**config.mk**
```make
export PLATFORM = sky130hd
export DESIGN_NAME = counter_gate_clock_select_irq
export DESIGN_NICKNAME = d
export VERILOG_FILES = /design/src/verilog/tc_ctrl_pkg.sv /design/src/verilog/counter_gate_clock_select_irq.sv
export SDC_FILE = /design/constraint.sdc
export NUM_CORES = 1
export LEC_CHECK = 0
export BUFFER_PORTS_ARGS = -buffer_cell sky130_fd_sc_hd__buf_4
export CORE_MARGIN = 5
export CORE_UTILIZATION = 30
export CTS_BUF_LIST = sky130_fd_sc_hd__clkbuf_8
export DETAILED_ROUTE_END_ITERATION = 7
export GPL_TIMING_DRIVEN = 1
export SETUP_SLACK_MARGIN = 0.5
export SLEW_MARGIN = 40
export SYNTH_ARGS = -nofsm -noshare
export SYNTH_HDL_FRONTEND = slang
export SYNTH_SLANG_ARGS = --single-unit
```
**constraint.sdc**
```tcl
create_clock -name ref_clk -period 2.15 [get_ports ref_clk]
set_input_delay 0 -clock ref_clk [delete_from_list [all_inputs] [get_ports ref_clk]]
set_output_delay 0 -clock ref_clk [all_outputs]
set_load 0.01 [all_outputs]
```
**src/verilog/tc_ctrl_pkg.sv**
```systemverilog
// Constants, field layouts and carrier types of the counter gate/clock control block
package tc_ctrl_pkg;

	// Channel set: 0..2 are counter_group1_ch0..2, 3..5 are counter_group2_ch0..2
	localparam int NUM_CH = 6;
	localparam int ADDR_W = 8;
	localparam int DATA_W = 16;

	// Register offsets as printed, byte addressed, 16-bit registers
	localparam logic [ADDR_W-1:0] OFS_ID      = 8'h80;
	localparam logic [ADDR_W-1:0] OFS_INT     = 8'h82;
	localparam logic [ADDR_W-1:0] OFS_CTRL_A0 = 8'h84;
	localparam logic [ADDR_W-1:0] OFS_CTRL_A1 = 8'h86;
	localparam logic [ADDR_W-1:0] OFS_CTRL_A2 = 8'h88;
	localparam logic [ADDR_W-1:0] OFS_CTRL_B0 = 8'h8A;
	localparam logic [ADDR_W-1:0] OFS_CTRL_B1 = 8'h8C;
	localparam logic [ADDR_W-1:0] OFS_CTRL_B2 = 8'h8E;

	// Identification code, value arbitrary
	localparam logic [DATA_W-1:0] ID_CODE = 16'h5A3C;

	// Interrupt register field positions
	localparam int ST_LSB = 8;
	localparam int EN_LSB = 0;

	// Reset values
	localparam logic [NUM_CH-1:0] INT_EN_RST = 6'h00;
	localparam logic [NUM_CH-1:0] INT_ST_RST = 6'h00;
	localparam logic [DATA_W-1:0] RDATA_RST  = 16'h0000;

	// Gate select codes
	localparam logic [4:0] GATE_LOW     = 5'h00;
	localparam logic [4:0] GATE_HIGH    = 5'h01;
	localparam logic [4:0] GATE_CB_BASE = 5'h02;
	localparam logic [4:0] GATE_P2_BASE = 5'h10;

	// Clock select codes
	localparam logic [3:0] CLK_FIXED    = 4'h0;
	localparam logic [3:0] CLK_RSVD     = 4'h1;

	// Fixed count clock derived from the reference clock
	localparam int REF_CLK_HZ = 10_000_000;
	localparam int FIXED_HZ   = 5_000_000;
	localparam int TICK_DIV   = REF_CLK_HZ / FIXED_HZ;
	localparam int TICK_W     = 2;
	localparam logic [TICK_W-1:0] TICK_LAST = TICK_W'(TICK_DIV - 1);
	localparam logic [TICK_W-1:0] TICK_ZERO = 2'h0;

	// Per-channel control register layout
	typedef struct packed {
		logic [2:0] rsv_hi;
		logic [4:0] gate_sel;
		logic [3:0] rsv_lo;
		logic [3:0] clk_sel;
	} ctrl_t;

	localparam ctrl_t CTRL_RST = 16'h0000;

endpackage

```
**src/verilog/counter_gate_clock_select_irq.sv**
```systemverilog
// Gate and clock selection, identifier and interrupt register for six counters
// Operation
// - The identifier register reads back a fixed 16-bit code and ignores writes.
// - Status bits 13..8 latch on their channel's event (B2 on 13 down to A0 on 8), write 1 clears.
// - A channel's event is the rising edge of that counter's output, one set per edge.
// - Enable bits 5..0 gate the channels (B2 on 5 down to A0 on 0), one enables.
// - Control bits 12..8 pick the gate: 31..16 port 2 pins, 15..2 clock bus, 1 high, 0 low.
`timescale 1ns/1ns

module counter_gate_clock_select_irq
(
	// Clock and reset
	input  wire logic                             ref_clk,
	input  wire logic                             rst_n,
	// Register port
	input  wire logic [tc_ctrl_pkg::ADDR_W-1:0]   reg_addr,
	input  wire logic [tc_ctrl_pkg::DATA_W-1:0]   reg_wdata,
	input  wire logic                             reg_wr,
	input  wire logic                             reg_rd,
	output logic      [tc_ctrl_pkg::DATA_W-1:0]   reg_rdata,
	// Selection sources
	input  wire logic [15:0]                      port2_in,
	input  wire logic [15:0]                      clock_bus,
	// Counter outputs, interrupt sources
	input  wire logic [tc_ctrl_pkg::NUM_CH-1:0]   cnt_out,
	// Selected gate and count clock per counter
	output logic      [tc_ctrl_pkg::NUM_CH-1:0]   cnt_gate,
	output logic      [tc_ctrl_pkg::NUM_CH-1:0]   cnt_clk,
	// Interrupt request
	output logic                                  irq
);

	localparam int NCH = tc_ctrl_pkg::NUM_CH;

	// Control register index of an address, NCH when not a control register
	function automatic logic [2:0] ctrl_index(input logic [tc_ctrl_pkg::ADDR_W-1:0] a);
		logic [tc_ctrl_pkg::ADDR_W-1:0] d;
		d = a - tc_ctrl_pkg::OFS_CTRL_A0;
		if (a < tc_ctrl_pkg::OFS_CTRL_A0 || a > tc_ctrl_pkg::OFS_CTRL_B2 || a[0])
			return 3'(NCH);
		return d[3:1];
	endfunction

	// Gate decode shared by all channels
	function automatic logic gate_pick(input logic [4:0] s, input logic [15:0] p2,
		input logic [15:0] cb);
		logic r;
		r = 1'b0;
		if (s >= tc_ctrl_pkg::GATE_P2_BASE)
			r = p2[s[3:0]];
		else if (s >= tc_ctrl_pkg::GATE_CB_BASE)
			r = cb[s[3:0]];
		else
			r = (s == tc_ctrl_pkg::GATE_HIGH);
		return r;
	endfunction

	// Clock decode shared by all channels
	function automatic logic clk_pick(input logic [3:0] s, input logic [15:0] cb,
		input logic tick);
		logic r;
		r = 1'b0;
		if (s == tc_ctrl_pkg::CLK_FIXED)
			r = tick;
		else if (s != tc_ctrl_pkg::CLK_RSVD)
			r = cb[s];
		return r;
	endfunction

	// Synchronisers; the first stage feeds only the second
	logic [15:0]     p2_m_r;
	logic [15:0]     p2_s_r;
	logic [15:0]     cb_m_r;
	logic [15:0]     cb_s_r;
	logic [NCH-1:0]  co_m_r;
	logic [NCH-1:0]  co_s_r;
	logic [NCH-1:0]  co_d_r;
	logic [NCH-1:0]  co_rise;

	always_ff @(posedge ref_clk or negedge rst_n)
	begin
		if (!rst_n)
		begin
			p2_m_r <= 16'h0000;
			p2_s_r <= 16'h0000;
			cb_m_r <= 16'h0000;
			cb_s_r <= 16'h0000;
			co_m_r <= 6'h00;
			co_s_r <= 6'h00;
			co_d_r <= 6'h00;
		end
		else
		begin
			p2_m_r <= port2_in;
			p2_s_r <= p2_m_r;
			cb_m_r <= clock_bus;
			cb_s_r <= cb_m_r;
			co_m_r <= cnt_out;
			co_s_r <= co_m_r;
			co_d_r <= co_s_r;
		end
	end

	// Event is the positive transition only
	assign co_rise = co_s_r & ~co_d_r;

	// Fixed 5 MHz count tick as a one-cycle enable
	logic [tc_ctrl_pkg::TICK_W-1:0] tick_cnt_r;
	logic                           tick_r;

	always_ff @(posedge ref_clk or negedge rst_n)
	begin
		if (!rst_n)
		begin
			tick_cnt_r <= tc_ctrl_pkg::TICK_ZERO;
			tick_r     <= 1'b0;
		end
		else
		begin
			tick_r <= (tick_cnt_r == tc_ctrl_pkg::TICK_LAST);
			if (tick_cnt_r == tc_ctrl_pkg::TICK_LAST)
				tick_cnt_r <= tc_ctrl_pkg::TICK_ZERO;
			else
				tick_cnt_r <= tick_cnt_r + 1'b1;
		end
	end

	// Register decode
	logic               wr_int;
	logic [2:0]         wr_idx;
	tc_ctrl_pkg::ctrl_t wr_ctrl;

	// Field positions come from the carrier layout, not from bare bit numbers
	assign wr_ctrl = reg_wdata;
	assign wr_int = reg_wr && (reg_addr == tc_ctrl_pkg::OFS_INT);
	assign wr_idx = ctrl_index(reg_addr);

	// Control registers
	tc_ctrl_pkg::ctrl_t ctrl_r [NCH];

	genvar g;
	generate
		for (g = 0; g < NCH; g++)
		begin : g_ch
			always_ff @(posedge ref_clk or negedge rst_n)
			begin
				if (!rst_n)
					ctrl_r[g] <= tc_ctrl_pkg::CTRL_RST;
				else if (reg_wr && wr_idx == 3'(g))
				begin
					ctrl_r[g]          <= tc_ctrl_pkg::CTRL_RST;
					ctrl_r[g].gate_sel <= wr_ctrl.gate_sel;
					ctrl_r[g].clk_sel  <= wr_ctrl.clk_sel;
				end
			end

			// Selected gate and clock, registered
			always_ff @(posedge ref_clk or negedge rst_n)
			begin
				if (!rst_n)
				begin
					cnt_gate[g] <= 1'b0;
					cnt_clk[g]  <= 1'b0;
				end
				else
				begin
					cnt_gate[g] <= gate_pick(ctrl_r[g].gate_sel, p2_s_r, cb_s_r);
					cnt_clk[g]  <= clk_pick(ctrl_r[g].clk_sel, cb_s_r, tick_r);
				end
			end
		end
	endgenerate

	// Interrupt enable and status
	logic [NCH-1:0] int_en_r;
	logic [NCH-1:0] int_st_r;
	logic [NCH-1:0] st_clr;

	assign st_clr = wr_int ? reg_wdata[tc_ctrl_pkg::ST_LSB +: NCH] : 6'h00;

	always_ff @(posedge ref_clk or negedge rst_n)
	begin
		if (!rst_n)
			int_en_r <= tc_ctrl_pkg::INT_EN_RST;
		else if (wr_int)
			int_en_r <= reg_wdata[tc_ctrl_pkg::EN_LSB +: NCH];
	end

	// Set beats a same-cycle clear so no edge is lost
	always_ff @(posedge ref_clk or negedge rst_n)
	begin
		if (!rst_n)
			int_st_r <= tc_ctrl_pkg::INT_ST_RST;
		else
			int_st_r <= (int_st_r & ~st_clr) | co_rise;
	end

	always_ff @(posedge ref_clk or negedge rst_n)
	begin
		if (!rst_n)
			irq <= 1'b0;
		else
			irq <= |(int_st_r & int_en_r);
	end

	// Read data stands one cycle after the strobe only
	logic [tc_ctrl_pkg::DATA_W-1:0] rd_nxt;
	logic [2:0]                     rd_idx;

	always_comb
	begin
		rd_idx = ctrl_index(reg_addr);
		rd_nxt = tc_ctrl_pkg::RDATA_RST;
		if (reg_addr == tc_ctrl_pkg::OFS_ID)
			rd_nxt = tc_ctrl_pkg::ID_CODE;
		else if (reg_addr == tc_ctrl_pkg::OFS_INT)
		begin
			rd_nxt[tc_ctrl_pkg::ST_LSB +: NCH] = int_st_r;
			rd_nxt[tc_ctrl_pkg::EN_LSB +: NCH] = int_en_r;
		end
		else if (rd_idx < 3'(NCH))
			rd_nxt = ctrl_r[rd_idx];
	end

	always_ff @(posedge ref_clk or negedge rst_n)
	begin
		if (!rst_n)
			reg_rdata <= tc_ctrl_pkg::RDATA_RST;
		else if (reg_rd)
			reg_rdata <= rd_nxt;
		else
			reg_rdata <= tc_ctrl_pkg::RDATA_RST;
	end
endmodule

```
==> out/results.ini <==
[status]
run_status=finished clean

[cells_and_area]
finalNonFillerCells=1172
n_antenna_cell=0
fillerInstances=2586
final_util_pct=39.9
syn2layout_area_growth_pct=31.1
num-nets-final=850
share_of_final_layout_standard_cells_stronger_than_drive_strength_1_pct=43.7

[routing]
remaining_drc_errors=0
drt-pass1-iter-count=5
number_of_nets_with_antenna_violations_after_routing=0
post_drt_via_cell_ratio=5.15
wire_per_inst_um=20.3
dr.first_iter.drc_count=389
detailed_route_wl_um=23800
via_count=6035

[sta]
max-slew-margin-rel_pct=57.2
timing_hold_violations_final=0
fin_setup_tns_ps=0
maxSlewViolCount=0
maxClockFrequency_mhz=524
post-route-min-period_ps=1910
grt_setup_unrepaired=yes
finalSetupViolCount=0
timing_worst_slew_pin_value_ps=633
layout_worst_path_cycle_share_pct=88.7
worst_clock_skew_ps=16.6

[pwr]
powerDensity_mw_per_mm2=619
comb_power_share_pct=14.6
switching_component_of_the_power_mw=1.91
total_power_draw_mw=6.87
swShare_pct=27.8
seq_power_share_pct=51.9
clock_power_share_pct=33.5
power.ir.vdd_worst_mv=0.368
p_leak_nw=4.66
intPower_mw=4.96

[placed_design]
half_perimeter_wire_length_after_placement_um=16300
dp.cells=1058
globalplace.congestion=0.821
place.port_buffers=85

[synthesis]
syn-mean-instance-area_um2=13.5
synth_area_leader_cell=sky130_fd_sc_hd__dfrtp_1
synth.lib_cells_used.distinct=55
synth-seq-cells=173
netlist_area_mm2=0.00847
yosys.cell_count.top_type=sky130_fd_sc_hd__dfrtp_1
synth-seq-area-share_pct=51.1
synth_top_area_share_pct=51.1
synth_top_flop_cell=sky130_fd_sc_hd__dfrtp_1
synthCells=626
ys_warn_count=0
synthTopCellsByArea=sky130_fd_sc_hd__dfrtp_1, sky130_fd_sc_hd__mux4_2, sky130_fd_sc_hd__mux2_2
synth_edf_count=0
ys_async_sr_fraction_pct=100
synth_commonest_cells=sky130_fd_sc_hd__dfrtp_1, sky130_fd_sc_hd__mux4_2, sky130_fd_sc_hd__mux2_2

[global_routing]
number_of_global_route_vias_before_repair=6087
grt.total_usage_pct=15.2
grt_max_degree=79
global_route.overflow_total=0
grt_first_pass_wirelength_um=36400
antenna_violations_before_repair=0

[cts]
clock_sink_count=173
tritoncts=done
h_tree_depth=4
cts.path.max_buffers=2
clock_buffer_count_from_cts=17
clock_insertion_delay_worst_skew_ps=460
root_buffer=sky130_fd_sc_hd__clkbuf_8
clkTransAtPathRegs_ps=100

[worst_setup_path]
cp_data_arrival_time_ps=2220
critical_path_class=register to register
critPathMaxFanout=4
timing.critical_path.from_type=register
required_ps=2470
critical-path-max-stage-delay_ps=540
highest_delay_cell_along_the_critical_path=sky130_fd_sc_hd__or4_1
timing.critical_path.to_type=register
crit_family=multiplexers
path_cells=buf_6, mux4_2, mux2i_1, nor3b_1, or4_1
path_buf_inv=1

[die]
fp.dieArea_mm2=0.0317
floorplan.core_area_mm2=0.0279
fp.dieH_um=178
die_width_um=178
initial_core_util_pct=30.4
boundaryPins=95
placement_rows=61

[min_path]
hp-class=input pin to register

[job]
drv_cap=0

[layer usage]
metal | wire length [um] | track usage [%] | vias up
li1 | - | - | 2656
met1 | 10400 | 20.9 | 3123
met2 | 11800 | 24.4 | 226
met3 | 1320 | 3.09 | 30
met4 | 306 | 4.29 | 0
met5 | 0 | 0 | -
[per-stage QoR]
stage | instance area (um2) | hold slack [ps] | worst slack, ps
floorplan | 8730 | -296 | 327
global placement | 9750 | -68.0 | 84.8
detailed placement | 9750 | -68.2 | 55.0
CTS | 10900 | 1.65 | 248
global route | 11100 | 37.5 | 176
finish | 11100 | 45.4 | 243
[sequential cells by signal, indices dropped and copies added (netlist names), 13 cells and up]
register / cells
reg_rdata: 13
cb_m_r: 14
p2_m_r: 16
p2_s_r: 16
ctrl_r: 54
cb_s_r: 14
[cell families after synthesis]
logic type                 count (synthesis)  synth area share (%)
muxes                                    156                  29.4
adders and majority gates                  3                 0.443
DFF                                      173                  51.1
buffers and inverters                     79                  3.88
other                                      1                0.0443
AOI/OAI and AO/OA                        101                  7.75
and+or+nand+nor                          113                  7.38
[path summary, 6_finish.rpt]
check,cells past startpoint,end,start,slack [ps]
worst max-delay path,5,cnt_gate[4],ctrl_r[24],240
worst min-delay path,5,reg_rdata[5],reg_addr[5],50
worst max register to register,5,cnt_gate[4],ctrl_r[24],240
worst min register to register,0,cb_s_r[3],cb_m_r[3],350
max in group asynchronous,4,ctrl_r[72],rst_n,910
min in group asynchronous,3,co_d_r[1],rst_n,540
[cell usage in the layout, fill, tap and decap left out, types with 3 or more instances in the layout]
master                          count
sky130_fd_sc_hd__dfrtp_1          149
sky130_fd_sc_hd__buf_4            117
sky130_fd_sc_hd__mux4_2            68
sky130_fd_sc_hd__dlygate4sd3_1     53
sky130_fd_sc_hd__mux2_4            36
sky130_fd_sc_hd__nor2_1            33
sky130_fd_sc_hd__a21oi_1           29
sky130_fd_sc_hd__mux2_2            28
sky130_fd_sc_hd__mux2i_1           24
sky130_fd_sc_hd__dfrtp_2           23
sky130_fd_sc_hd__o21ai_0           20
sky130_fd_sc_hd__inv_1             18
sky130_fd_sc_hd__clkbuf_8          18
sky130_fd_sc_hd__nand2_1           14
sky130_fd_sc_hd__nand3_1           13
sky130_fd_sc_hd__nor2b_1           11
sky130_fd_sc_hd__buf_6             11
sky130_fd_sc_hd__buf_12             9
sky130_fd_sc_hd__a22o_1             6
sky130_fd_sc_hd__a31oi_1            6
sky130_fd_sc_hd__nor3_1             5
sky130_fd_sc_hd__o32ai_1            5
sky130_fd_sc_hd__a22oi_1            5
sky130_fd_sc_hd__inv_8              5
sky130_fd_sc_hd__and4_1             4
sky130_fd_sc_hd__clkinvlp_4         4
sky130_fd_sc_hd__a21boi_0           4
sky130_fd_sc_hd__o211a_1            4
sky130_fd_sc_hd__or3_1              4
sky130_fd_sc_hd__or4_1              4
sky130_fd_sc_hd__o21ai_1            4
sky130_fd_sc_hd__nand3b_1           4
sky130_fd_sc_hd__nand2b_1           3
sky130_fd_sc_hd__a221oi_2           3
sky130_fd_sc_hd__o211ai_1           3
sky130_fd_sc_hd__conb_1             3
sky130_fd_sc_hd__inv_6              3
[what timing repair did]
action | 4_1_cts | 5_1_grt
pin swaps | 2 | 1
gates resized for setup | 32 | 24
hold buffers | 53 | 0
setup buffers | 17 | 12
setup endpoints to repair | 13 | 15
endpoints found under the hold margin | 282 | 0
[power groups by stage]
stage | Sequential, mW | Clock (mW) | Combinational [mW]
finish | 3.57 | 2.30 | 1.00
global route | 3.59 | 2.50 | 1.08
detailed placement | 3.66 | 0 | 0.813
CTS | 3.58 | 2.38 | 0.945
floorplan | 3.55 | 0 | 0.524
global placement | 3.66 | 0 | 0.801
[tightest hold or removal path, stage by stage]
cell and delay [ps]:
sky130_fd_sc_hd__buf_4 80, sky130_fd_sc_hd__nor4b_1 70, sky130_fd_sc_hd__nand3_1 90, sky130_fd_sc_hd__buf_4 160
sky130_fd_sc_hd__a21oi_1 60
[cell type report]
type | instances | area (um2) | area share (%)
clock buffer | 18 | 248 | 2.23
clock inverter | 14 | 149 | 1.34
inverter | 19 | 75.1 | 0.676
multi-input combinational | 376 | 4050 | 36.4
sequential | 173 | 4360 | 39.3
tap | 378 | 473 | 4.26
timing repair buffer | 194 | 1760 | 15.8
Note: power is estimated with default switching activity, not from simulation.
